## src/inc/cmsc_pkg.sv

```systemverilog
package cmsc_pkg;

  // Register byte offsets on the bus
  localparam logic [7:0] ADR_CTRL = 8'h00;
  localparam logic [7:0] ADR_STAT = 8'h04;
  localparam logic [7:0] ADR_MODE = 8'h08;
  localparam logic [7:0] ADR_CARD = 8'h0C;
  localparam logic [7:0] ADR_TXD = 8'h10;
  localparam logic [7:0] ADR_RXD = 8'h14;
  localparam logic [7:0] ADR_IST = 8'h18;
  localparam logic [7:0] ADR_IMSK = 8'h1C;

  // Reset values
  localparam logic [7:0] CTRL_RST = 8'h00;
  localparam logic [7:0] MODE_RST = 8'h00;
  localparam logic [2:0] IRQ_RST = 3'h0;
  localparam logic FLAG_RST_TX_BUF_EMPTY = 1'b1;
  localparam logic FLAG_RST_OTHER = 1'b0;

  // Status flag bit positions; flags occupy bits ST_LO..ST_HI
  localparam int ST_TX_BUF_EMPTY = 7;
  localparam int ST_RX_BUF_FULL = 6;
  localparam int ST_OVERRUN_FLAG = 5;
  localparam int ST_FER = 4;
  localparam int ST_PER = 3;
  localparam int ST_LO = 3;
  localparam int ST_HI = 7;

  // Card mode select bit position
  localparam int CARD_SEL_BIT = 0;

  // Sticky event bits
  localparam int EV_TX = 0;
  localparam int EV_RX = 1;
  localparam int EV_ERR = 2;
  localparam int EV_W = 3;

  // Frame layout: start, 8 data, even parity, stop
  localparam logic [3:0] TX_FRAME_END = 4'hB;
  localparam logic [3:0] RX_PAR_IDX = 4'h8;
  localparam logic [3:0] RX_STOP_IDX = 4'h9;

  // Clock select codes
  localparam logic [1:0] CKS_OFF = 2'h0;
  localparam logic [1:0] CKS_HIGH = 2'h2;

  typedef struct packed {
    logic tx_empty_irq_en;
    logic rx_irq_en;
    logic tx_on;
    logic rx_on;
    logic addr_wake_irq_en;
    logic tx_done_irq_en;
    logic clk_sel_hi;
    logic clk_sel_lo;
  } cmsc_ctrl_t;

  typedef struct packed {
    logic sync_mode;
    logic rsvd6;
    logic timing_mode_bit;
    logic [1:0] rsvd4_3;
    logic addr_wake_format;
    logic [1:0] rsvd1_0;
  } cmsc_mode_t;

  typedef enum logic [1:0] {
    TX_IDLE = 2'b01,
    TX_SHIFT = 2'b10
  } cmsc_tx_st_t;

  typedef enum logic [1:0] {
    RX_IDLE = 2'b01,
    RX_RECV = 2'b10
  } cmsc_rx_st_t;

endpackage

```

## src/hw/cmsc_top.sv

```systemverilog
// The implementer's own choices: the Wishbone register port and the register offsets.
`timescale 1ns/1ps
module cmsc_top
  import cmsc_pkg::*;
(
  input wire logic clk_i,
  input wire logic rst_i,
  input wire logic ce_i,
  input wire logic wb_cyc_i,
  input wire logic wb_stb_i,
  input wire logic wb_we_i,
  input wire logic [7:0] wb_adr_i,
  input wire logic [3:0] wb_sel_i,
  input wire logic [31:0] wb_dat_i,
  output logic [31:0] wb_dat_o,
  output logic wb_ack_o,
  input wire logic link_clk_i,
  input wire logic rxd_i,
  output logic txd_o,
  output logic sck_o,
  output logic sck_oe_n_o,
  output logic tx_empty_irq_o,
  output logic rx_full_irq_o,
  output logic rx_error_irq_o,
  output logic irq_o
);

  cmsc_ctrl_t ctrl;
  cmsc_mode_t mode;
  logic card_mode_sel;
  logic [7:0] tx_buffer_reg;
  logic [7:0] tx_shift_reg;
  logic [7:0] rx_shift;
  logic [7:0] rx_buffer;
  logic rx_par;
  logic [ST_HI:ST_LO] flag;
  logic [ST_HI:ST_LO] seen_one;
  logic [EV_W-1:0] irq_stat;
  logic [EV_W-1:0] irq_mask;
  cmsc_tx_st_t tx_st;
  cmsc_rx_st_t rx_st;
  logic [3:0] tx_cnt;
  logic [3:0] rx_cnt;
  logic lclk_s1;
  logic lclk_s2;
  logic lclk_prev;
  logic rxd_s1;
  logic rxd_s2;

  // Bus decode
  wire bus_req = wb_cyc_i & wb_stb_i & ~wb_ack_o;
  wire bus_wr = bus_req & wb_we_i & wb_sel_i[0];
  wire bus_rd = bus_req & ~wb_we_i;
  wire wr_ctrl = bus_wr & (wb_adr_i == ADR_CTRL);
  wire wr_stat = bus_wr & (wb_adr_i == ADR_STAT);
  wire rd_stat = bus_rd & (wb_adr_i == ADR_STAT);
  wire wr_mode = bus_wr & (wb_adr_i == ADR_MODE);
  wire wr_card = bus_wr & (wb_adr_i == ADR_CARD);
  wire wr_txd = bus_wr & (wb_adr_i == ADR_TXD);
  wire wr_ist = bus_wr & (wb_adr_i == ADR_IST);
  wire wr_imsk = bus_wr & (wb_adr_i == ADR_IMSK);
  wire [7:0] wdat = wb_dat_i[7:0];

  // Status byte as read; low bits read zero
  wire [7:0] stat_byte = {flag, 3'h0};

  // Read data selection; unmapped offsets read zero
  wire [7:0] rd_byte =
    (wb_adr_i == ADR_CTRL) ? ctrl :
    (wb_adr_i == ADR_STAT) ? stat_byte :
    (wb_adr_i == ADR_MODE) ? mode :
    (wb_adr_i == ADR_CARD) ? {7'h00, card_mode_sel} :
    (wb_adr_i == ADR_TXD) ? tx_buffer_reg :
    (wb_adr_i == ADR_RXD) ? rx_buffer :
    (wb_adr_i == ADR_IST) ? {5'h00, irq_stat} :
    (wb_adr_i == ADR_IMSK) ? {5'h00, irq_mask} : 8'h00;

  // Link clock edge, taken after the synchroniser
  wire lclk_rise = lclk_s2 & ~lclk_prev;

  // Address wake acts in async mode with its enable and format bits only
  wire addr_wake_act = ctrl.addr_wake_irq_en & ~mode.sync_mode
                     & mode.addr_wake_format;

  // Transmit hand-over from buffer to shifter
  wire tx_load = ctrl.tx_on & (tx_st == TX_IDLE) & ~flag[ST_TX_BUF_EMPTY];
  wire [10:0] tx_frame = {1'b1, ^tx_shift_reg, tx_shift_reg, 1'b0};

  // Receive completion and its checks
  wire rx_done = ctrl.rx_on & (rx_st == RX_RECV) & lclk_rise
               & (rx_cnt == RX_STOP_IDX);
  wire rx_take = rx_done & ~addr_wake_act;
  wire rx_fer = rx_take & ~rxd_s2;
  wire rx_per = rx_take & (rx_par != ^rx_shift);
  wire rx_overrun_flag = rx_take & flag[ST_RX_BUF_FULL];
  wire rx_good = rx_take & ~rx_fer & ~rx_per & ~rx_overrun_flag;

  // Hardware set terms per status flag
  wire [ST_HI:ST_LO] flag_set = {tx_load | ~ctrl.tx_on, rx_good, rx_overrun_flag,
                                 rx_fer, rx_per};

  // Sticky events for the summary interrupt
  wire [EV_W-1:0] ev = {rx_fer | rx_per | rx_overrun_flag, rx_good, tx_load};

  // Clock pin: released, fixed or clock, chosen live from the select field and the mode timing bit
  wire [1:0] cks = {ctrl.clk_sel_hi, ctrl.clk_sel_lo};
  wire sck_drive = mode.timing_mode_bit | (cks == 2'h1);
  wire sck_fixed = mode.timing_mode_bit & ~ctrl.clk_sel_lo;
  wire sck_level = sck_fixed ? (cks == CKS_HIGH) : lclk_s2;

  // Link clock synchroniser and edge history; resets to the idle low level
  always_ff @(posedge clk_i) begin
    if (rst_i) begin
      lclk_s1 <= 1'b0;
      lclk_s2 <= 1'b0;
      lclk_prev <= 1'b0;
    end else if (ce_i) begin
      lclk_s1 <= link_clk_i;
      lclk_s2 <= lclk_s1;
      lclk_prev <= lclk_s2;
    end
  end

  // Receive line synchroniser; resets to the idle high level, no false start
  always_ff @(posedge clk_i) begin
    if (rst_i) begin
      rxd_s1 <= 1'b1;
      rxd_s2 <= 1'b1;
    end else if (ce_i) begin
      rxd_s1 <= rxd_i;
      rxd_s2 <= rxd_s1;
    end
  end

  // Read data is zero outside a read answer
  wire [31:0] next_dat = bus_rd ? {24'h00_0000, rd_byte} : 32'h0000_0000;

  // Bus slave: one-cycle registered answer
  always_ff @(posedge clk_i) begin
    if (rst_i) begin
      wb_ack_o <= 1'b0;
      wb_dat_o <= 32'h0000_0000;
    end else if (ce_i) begin
      wb_ack_o <= bus_req;
      wb_dat_o <= next_dat;
    end
  end

  // Software-owned registers
  always_ff @(posedge clk_i) begin
    if (rst_i) begin
      ctrl <= CTRL_RST;
      mode <= MODE_RST;
      card_mode_sel <= 1'b0;
      tx_buffer_reg <= 8'h00;
      irq_mask <= IRQ_RST;
    end else if (ce_i) begin
      if (wr_ctrl) begin
        ctrl <= wdat;
      end
      if (wr_mode) begin
        mode <= wdat;
      end
      if (wr_card) begin
        card_mode_sel <= wdat[CARD_SEL_BIT];
      end
      if (wr_txd) begin
        tx_buffer_reg <= wdat;
      end
      if (wr_imsk) begin
        irq_mask <= wdat[EV_W-1:0];
      end
    end
  end

  // Status flags: set wins; a zero clears only after a read as one
  genvar gi;
  generate
    for (gi = ST_LO; gi <= ST_HI; gi++) begin : g_flag
      wire clr = wr_stat & ~wdat[gi] & seen_one[gi];
      localparam logic RST_V = (gi == ST_TX_BUF_EMPTY) ? FLAG_RST_TX_BUF_EMPTY : FLAG_RST_OTHER;
      always_ff @(posedge clk_i) begin
        if (rst_i) begin
          flag[gi] <= RST_V;
          seen_one[gi] <= 1'b0;
        end else if (ce_i) begin
          if (flag_set[gi]) begin
            flag[gi] <= 1'b1;
          end else if (clr) begin
            flag[gi] <= 1'b0;
          end
          if (wr_stat | ~flag[gi]) begin
            seen_one[gi] <= 1'b0;
          end else if (rd_stat) begin
            seen_one[gi] <= 1'b1;
          end
        end
      end
    end
  endgenerate

  // Write-one-to-clear mask and next sticky value; a new event wins
  wire [EV_W-1:0] ist_clr = wr_ist ? wdat[EV_W-1:0] : 3'h0;
  wire [EV_W-1:0] next_irq_stat = ev | (irq_stat & ~ist_clr);

  // Sticky interrupt status, write one to clear, set wins
  always_ff @(posedge clk_i) begin
    if (rst_i) begin
      irq_stat <= IRQ_RST;
    end else if (ce_i) begin
      irq_stat <= next_irq_stat;
    end
  end

  // Transmit engine
  always_ff @(posedge clk_i) begin
    if (rst_i) begin
      tx_st <= TX_IDLE;
      tx_cnt <= 4'h0;
      tx_shift_reg <= 8'h00;
      txd_o <= 1'b1;
    end else if (ce_i) begin
      case (tx_st)
        TX_IDLE: begin
          txd_o <= 1'b1;
          tx_cnt <= 4'h0;
          if (tx_load) begin
            tx_shift_reg <= tx_buffer_reg;
            tx_st <= TX_SHIFT;
          end
        end
        TX_SHIFT: begin
          if (~ctrl.tx_on) begin
            tx_st <= TX_IDLE;
            txd_o <= 1'b1;
          end else if (lclk_rise) begin
            if (tx_cnt == TX_FRAME_END) begin
              tx_st <= TX_IDLE;
              txd_o <= 1'b1;
            end else begin
              txd_o <= tx_frame[tx_cnt];
              tx_cnt <= tx_cnt + 4'h1;
            end
          end
        end
        default: tx_st <= TX_IDLE;
      endcase
    end
  end

  // Receive engine
  always_ff @(posedge clk_i) begin
    if (rst_i) begin
      rx_st <= RX_IDLE;
      rx_cnt <= 4'h0;
      rx_shift <= 8'h00;
      rx_par <= 1'b0;
      rx_buffer <= 8'h00;
    end else if (ce_i) begin
      case (rx_st)
        RX_IDLE: begin
          rx_cnt <= 4'h0;
          if (ctrl.rx_on & lclk_rise & ~rxd_s2) begin
            rx_st <= RX_RECV;
          end
        end
        RX_RECV: begin
          if (~ctrl.rx_on) begin
            rx_st <= RX_IDLE;
          end else if (lclk_rise) begin
            rx_cnt <= rx_cnt + 4'h1;
            if (rx_cnt < RX_PAR_IDX) begin
              rx_shift <= {rxd_s2, rx_shift[7:1]};
            end else if (rx_cnt == RX_PAR_IDX) begin
              rx_par <= rxd_s2;
            end else begin
              rx_st <= RX_IDLE;
            end
          end
        end
        default: rx_st <= RX_IDLE;
      endcase
      if (rx_good) begin
        rx_buffer <= rx_shift;
      end
    end
  end

  // Next values of the pin and request outputs
  wire next_sck = sck_drive & sck_level;
  wire next_sck_oe_n = ~sck_drive;
  wire next_tx_empty_irq = ctrl.tx_empty_irq_en & flag[ST_TX_BUF_EMPTY];
  wire next_rx_full_irq = ctrl.rx_irq_en & flag[ST_RX_BUF_FULL];
  wire rx_any_err = flag[ST_OVERRUN_FLAG] | flag[ST_FER] | flag[ST_PER];
  wire next_rx_error_irq = ctrl.rx_irq_en & rx_any_err;
  wire next_irq = |(irq_stat & irq_mask);

  // Registered clock pin; released pin shows low
  always_ff @(posedge clk_i) begin
    if (rst_i) begin
      sck_o <= 1'b0;
      sck_oe_n_o <= 1'b1;
    end else if (ce_i) begin
      sck_o <= next_sck;
      sck_oe_n_o <= next_sck_oe_n;
    end
  end

  // Registered request outputs
  always_ff @(posedge clk_i) begin
    if (rst_i) begin
      tx_empty_irq_o <= 1'b0;
      rx_full_irq_o <= 1'b0;
      rx_error_irq_o <= 1'b0;
      irq_o <= 1'b0;
    end else if (ce_i) begin
      tx_empty_irq_o <= next_tx_empty_irq;
      rx_full_irq_o <= next_rx_full_irq;
      rx_error_irq_o <= next_rx_error_irq;
      irq_o <= next_irq;
    end
  end

endmodule

```

## config.mk

```make
export PLATFORM = sky130hd
export DESIGN_NAME = cmsc_top
export DESIGN_NICKNAME = d
export VERILOG_FILES = /design/src/inc/cmsc_pkg.sv /design/src/hw/cmsc_top.sv
export SDC_FILE = /design/constraint.sdc
export NUM_CORES = 1
export LEC_CHECK = 0
export BUFFER_PORTS_ARGS = -buffer_cell sky130_fd_sc_hd__buf_2
export CAP_MARGIN = 20
export CORE_UTILIZATION = 57
export CTS_CLUSTER_DIAMETER = 50
export DETAILED_ROUTE_END_ITERATION = 8
export HOLD_SLACK_MARGIN = 0.06
export PLACE_DENSITY = 0.86
export SLEW_MARGIN = 5
export SYNTH_ARGS = -nofsm -noshare
export SYNTH_HDL_FRONTEND = slang
export SYNTH_SLANG_ARGS = --single-unit
```

## constraint.sdc

```tcl
create_clock -name clk_i -period 3.93 [get_ports clk_i]
set_input_delay 0.5895 -clock clk_i [delete_from_list [all_inputs] [get_ports clk_i]]
set_output_delay 0.5895 -clock clk_i [all_outputs]
set_load 0.05 [all_outputs]
```

==> results of run 1 <==
==> synthesized netlist by cell type, types with 8 or more instances <==
cell type | instances | area [um2]
a21oi_1 | 44 | 220
mux2i_1 | 59 | 591
nand4_1 | 15 | 93.8
buf_4 | 27 | 203
clkbuf_1 | 13 | 48.8
nand2_1 | 47 | 176
o21ai_0 | 13 | 65.1
nand2b_1 | 11 | 68.8
nor2_1 | 58 | 218
a211oi_1 | 8 | 60.1
o31ai_1 | 11 | 82.6
dfxtp_1 | 99 | 1980
xnor2_1 | 8 | 70.1
nand3_1 | 20 | 100
==> cell type report <==
cell class / instances / area (um2) / share of cell area [%]
clock buffer: 11 / 131 / 2.53
clock inverter: 5 / 30.0 / 0.578
inverter: 5 / 18.8 / 0.361
multi-input combinational: 402 / 2680 / 51.7
sequential: 99 / 1980 / 38.2
tap: 105 / 131 / 2.53
timing repair buffer: 42 / 215 / 4.14
==> metrics by stage <==
stage | std cells | hold WS (ns) | power (mW)
2_1_floorplan | 559 | 0.436 | 1.16
3_3_place_gp | 653 | 0.446 | 1.17
3_5_place_dp | 653 | 0.453 | 1.17
4_1_cts | 669 | 0.440 | 1.72
5_1_grt | 669 | 0.457 | 1.78
6_report | 669 | 0.445 | 1.72
==> per-layer routing <==
| metal | vias up | GRT usage, % | routed length [um] |
|---|---|---|---|
| li1 | 1919 | - | - |
| met1 | 1965 | 33.8 | 4850 |
| met2 | 190 | 43.4 | 5670 |
| met3 | 24 | 5.34 | 763 |
| met4 | 0 | 10.2 | 275 |
| met5 | - | 0 | 0 |
==> power by group <==
part	internal [mW]	switching (mW)	leakage [nW]
combinational	0.0258	0.117	1.12
sequential	1.01	0.00300	0.798
clock	0.228	0.346	0.0791
total	1.26	0.466	2.00
==> critical path: cells and delay by family <==
kind | cells | cell delay (ns)
simple gates | 3 | 1.11
buf+inv | 3 | 0.86
compound gates | 1 | 0.17
==> cell families after synthesis <==
kind of cell,count (synthesis)
AND/OR/NAND/NOR,192
other,1
AO/OA/AOI/OAI,102
multiplexers,63
buffers and inverters,58
flip-flops,99
XOR/XNOR,17
adder cells (fa/ha/maj),4
==> worst paths after layout <==
path | start | end | depth (start not counted)
setup / recovery | ce_i | rx_buffer[7] | 7
hold / removal | rxd_i | rxd_s1 | 3
setup reg to reg | wb_ack_o | tx_buffer_reg[6] | 5
hold reg to reg | tx_empty_irq_o | tx_empty_irq_o | 2
==> qor.txt, run 1 <==
Initial Util - 59.6%
I/O Buffers - 40
CP Class - in -> reg
Drt drc - 0
Worst-path maximum fanout - 32
Initial DRC count - 318
Fin crit share - 62.2%
Mapped cell area - 4950 um2
Largest net degree at the start of global routing - 49
Tmin final - 2.44 ns
CP Data Arrival Time - 2.73 ns
Flop-to-flop setup slack - 1.57 ns
Synth Flop Type - dfxtp_1
Fmax - 0.409 GHz
Global-route wire length before repair - 18,200 um
Post-DP HPWL - 8450 um
Setup violations, final - 0
Synth Area in Adders - 1.01%
Post-cts sizing count - 0
Post-synthesis mux area share - 13.8%
Warnings from Yosys - 0
Synth Area in Compound Gates - 13.0%
Post-Synthesis Cells - 536
Max Slew Vio Count - 0
Worst-path clk slew - 0.10 ns
Core area - 8300 um2
CP cell instances - buf_2 -> buf_4 -> inv_1 -> nor3_4 -> and4_1 -> nand4_1 -> a21oi_1
Status - finished clean
# IOs - 92
Row count - 33
MaxCap Viol Count - 0
Overall Global Routing Usage - 26.4%
Proportion of layout cells with a drive suffix above 1 - 13.7%
TritonCTS clock tree - built
PwrDens - 332 nW/um2
Slew @ Worst Pin - 0.868 ns
Clock sink count - 99
Worst-path cell with the longest stage delay - and4_1
RSZ-0062 raised after global routing - no
Die width - 95.2 um
Worst setup margin - 1.49 ns
Routed wire per std cell - 17.3 um
Layout Nets - 615
Post-Synth XOR/XNOR Area - 4.22%
Final Skew - 0.0125 ns
N_diodes - 0
Vias per cell - 6.13
CTS Hold Buffers Added - 0
Antenna viol nets, final - 0
Type of origin of the critical path - input pin
Root Buffer - clkbuf_8
Rel. slew slack - 41.8%
Avg Inst Size Synth - 9.23 um2
Initial antenna violation count - 0
Commonest cells after routing, fill and taps aside - 99 x dfxtp_1, 59 x mux2i_1, 58 x nor2_1
DRT Pass-1 Iters - 5
Number of buffers created by CTS - 9
Synth Area in Simple Gates - 20.4%
Fill cells - 670
Largest family of logic cells by synthesized area - simple AND/OR/NAND/NOR gates
Seq/Total Area, Yosys - 40.0%
Placed instance area - 5030 um2
Number of enable flip-flop cells after synthesis - 0
Post-synth ARST share - 0%
Setup TNS - 0 ns
Leading cell type in the layout, fill and taps excluded - dfxtp_1
Postcts setup bufs - 0
Via count - 4,098
Peak VDD IR - 0.000174 V
H-tree level count - 3
Hold/Removal Path Class - in -> reg
Required time of the critical path - 4.22 ns
Number of global-route vias before repair - 3,727
Crit end category - flop
Die span in y - 95.2 um
Fin area - 5190 um2
Setup slack at placement - 1.13 ns
Synth unique cells - 62
Clock Path Buffers - 2
Slowest stage delay, CP - 0.56 ns
Yosys reg bits - 99
Total gr overflow - 0
Leakage - 2.00 nW
Fin util - 62.6%
Fin. Hold Viols - 0
GPL Wtd Cong - 0.936
Detailed Route WL - 11,600 um
Worst-Skew Late Latency - 0.37 ns
Die area - 9060 um2
Area grow syn2layout - 4.90%
No activity file was read; power rests on OpenSTA's default activity.
==> inputs of run 2 (changes only) <==
--- a/config.mk
+++ b/config.mk
@@ -7,11 +7,11 @@
 export LEC_CHECK = 0
 export BUFFER_PORTS_ARGS = -buffer_cell sky130_fd_sc_hd__buf_2
 export CAP_MARGIN = 20
-export CORE_UTILIZATION = 57
+export CORE_UTILIZATION = 50
 export CTS_CLUSTER_DIAMETER = 50
 export DETAILED_ROUTE_END_ITERATION = 8
 export HOLD_SLACK_MARGIN = 0.06
-export PLACE_DENSITY = 0.86
+export PLACE_DENSITY = 0.8
 export SLEW_MARGIN = 5
 export SYNTH_ARGS = -nofsm -noshare
 export SYNTH_HDL_FRONTEND = slang
==> constraint.sdc (replaced) <==
create_clock -name clk_i -period 2 [get_ports clk_i]
set_input_delay 0.3 -clock clk_i [delete_from_list [all_inputs] [get_ports clk_i]]
set_output_delay 0.3 -clock clk_i [all_outputs]
set_load 0.05 [all_outputs]
==> run 2 against run 1 <==
Compared with the run above: final cell count rose by 7.2%; clock power rose by 110%; power rose by 100%; non-clock buffer count up 24; die area increased by 14%; setup slack worse by 1.4 ns; critical path depth fell by 2; critical endpoint is now rx_buffer[1]; highest routed layer unchanged.
==> qor.txt, run 2 (synthesized netlist as in run 1, its figures left out) <==
Status - finished clean
GPL Wtd Cong - 0.906 (-3.2%)
Fin area - 5440 um2 (+4.7%)
H-tree level count - 3 (unchanged)
Area grow syn2layout - 9.88%
Die span in y - 101 um (+6.6%)
Type of origin of the critical path - flop
Via count - 4,192 (+2.3%)
Peak VDD IR - 0.000329 V (+89%)
WHS - 0.149 ns (-0.296 ns)
N_diodes - 0 (unchanged)
Placed instance area - 5230 um2 (+4.0%)
Required time of the critical path - 2.25 ns (-1.97 ns)
Detailed Route WL - 12,000 um (+3.9%)
Post-DP HPWL - 8850 um (+4.8%)
Drt drc - 0 (unchanged)
Die area - 10,300 um2 (+14%)
Initial antenna violation count - 0 (unchanged)
Worst-Skew Late Latency - 0.37 ns (about the same)
I/O Buffers - 40 (unchanged)
Global-route wire length before repair - 19,100 um (+5.0%)
CP Class - reg -> reg
Flop-to-flop setup slack - 0.10 ns (-1.47 ns)
Hold EP - rxd_s1
Overall Global Routing Usage - 24.4% (-1.9 points)
Hold/Removal Path Class - in -> reg
Setup violations, final - 0 (unchanged)
Row count - 35 (+6.1%)
Worst setup margin - 0.104 ns (-1.38 ns)
Hold depth - 3 (unchanged)
Fin cells - 717 (+7.2%)
CP Data Arrival Time - 2.15 ns (-0.58 ns)
Fin. Hold Viols - 0 (unchanged)
Antenna viol nets, final - 0 (unchanged)
Leakage - 2.12 nW (+5.8%)
CP cell instances - xor2_1 -> xnor3_2 -> xor2_4 -> o31ai_1 -> a21oi_1
Routed wire per std cell - 16.8 um (-3.1%)
MaxCap Viol Count - 0 (unchanged)
Clock sink count - 99 (unchanged)
Die width - 101 um (+6.6%)
Number of buffers created by CTS - 9 (unchanged)
Reg2Reg Capture Point - rx_buffer[1]
Initial DRC count - 225 (-29%)
Root Buffer - clkbuf_8
Hold Startpoint - rxd_i
Crit path buffers/inverters - 0 (-3)
Final Skew - 0.00637 ns (-0.00615 ns)
Rel. slew slack - 58.1% (+16 points)
Clock Path Buffers - 2 (unchanged)
DRT Pass-1 Iters - 5 (unchanged)
Layout Nets - 639 (+3.9%)
Proportion of layout cells with a drive suffix above 1 - 17.9% (+4.2 points)
Crit end category - flop
TritonCTS clock tree - built
Setup slack at placement - 0.0397 ns (-1.09 ns)
Total gr overflow - 0 (unchanged)
Commonest cells after routing, fill and taps aside - 99 x dfxtp_1, 59 x mux2i_1, 58 x nor2_1
Fin crit share - 94.8%
Number of global-route vias before repair - 3,807 (+2.1%)
# IOs - 92 (unchanged)
Initial Util - 52.6% (-7.1 points)
Worst-path maximum fanout - 10 (-69%)
Slew @ Worst Pin - 0.623 ns (-0.245 ns)
Placed cell count - 700 (+7.2%)
Max Slew Vio Count - 0 (unchanged)
Vias per cell - 5.85 (-4.6%)
Cell family with most CP delay - XOR/XNOR gates
Core area - 9420 um2 (+13%)
Fill cells - 822 (+23%)
Worst-path clk slew - 0.09 ns (about the same)
PwrDens - 636 nW/um2 (+92%)
Largest net degree at the start of global routing - 35 (-29%)
Worst-path cell with the longest stage delay - xnor3_2
Reg2Reg Depth - 5 (unchanged)
Fmax - 0.527 GHz
Tmin final - 1.90 ns
Reg2reg start - rx_shift[2]
Leading cell type in the layout, fill and taps excluded - dfxtp_1
Slowest stage delay, CP - 0.55 ns (about the same)
## run 2: layer usage
metal  vias to the layer above  GRT usage [%]  routed length, um
met2                       152           40.0               5780
met3                        28           4.42                669
met4                         0           11.3                357
met5                         -              0                  0
met1                      2042           31.3               5200
li1                       1970              -                  -
## run 2: layout make-up
type / instances / area, um2 / area share [%]
clock inverters: 7 / 55.1 / 1.01
inverters: 5 / 18.8 / 0.345
repair buffers: 66 / 395 / 7.27
multi-input cells: 402 / 2700 / 49.7
well taps: 129 / 161 / 2.97
clock buffers: 9 / 124 / 2.28
flip-flops and latches: 99 / 1980 / 36.4
## run 2: worst reg2reg max path, stage by stage, from the launching register on
cell,delay [ns]
dfxtp_1,0.40
xor2_1,0.18
xnor3_2,0.55
xor2_4,0.26
o31ai_1,0.28
a21oi_1,0.11
## run 2: worst max-delay path by stage
stage	start	to	depth (start not counted)
final	rx_shift[2]	rx_buffer[1]	5
after global routing	rx_st[0]	rx_buffer[4]	6
after CTS	rx_st[1]	rx_buffer[1]	5
after detailed placement	rx_st[1]	rx_buffer[1]	5
after global placement	wb_adr_i[5]	irq_mask[0]	6
after floorplan	wb_ack_o	irq_stat[1]	6
## run 2: through the flow
step	setup TNS, ns	utilization, %	power (mW)
after floorplan	0	-	2.28
after global placement	0	55.6	2.32
after detailed placement	0	55.6	2.32
after CTS	0	57.5	3.47
after global routing	-0.00461	57.8	3.59
final	0	57.8	3.46
## run 2: power by group
part / leakage, nW / switching [mW] / internal, mW
clock network: 0.0737 / 0.726 / 0.455
registers: 0.798 / 0.00553 / 1.98
logic: 1.24 / 0.235 / 0.0640
total: 2.12 / 0.966 / 2.50
## run 2: repair_timing
action,4_1_cts,5_1_grt
gates resized for setup,0,3
setup endpoints to repair,0,13
hold buffers,0,0
setup buffers,0,1
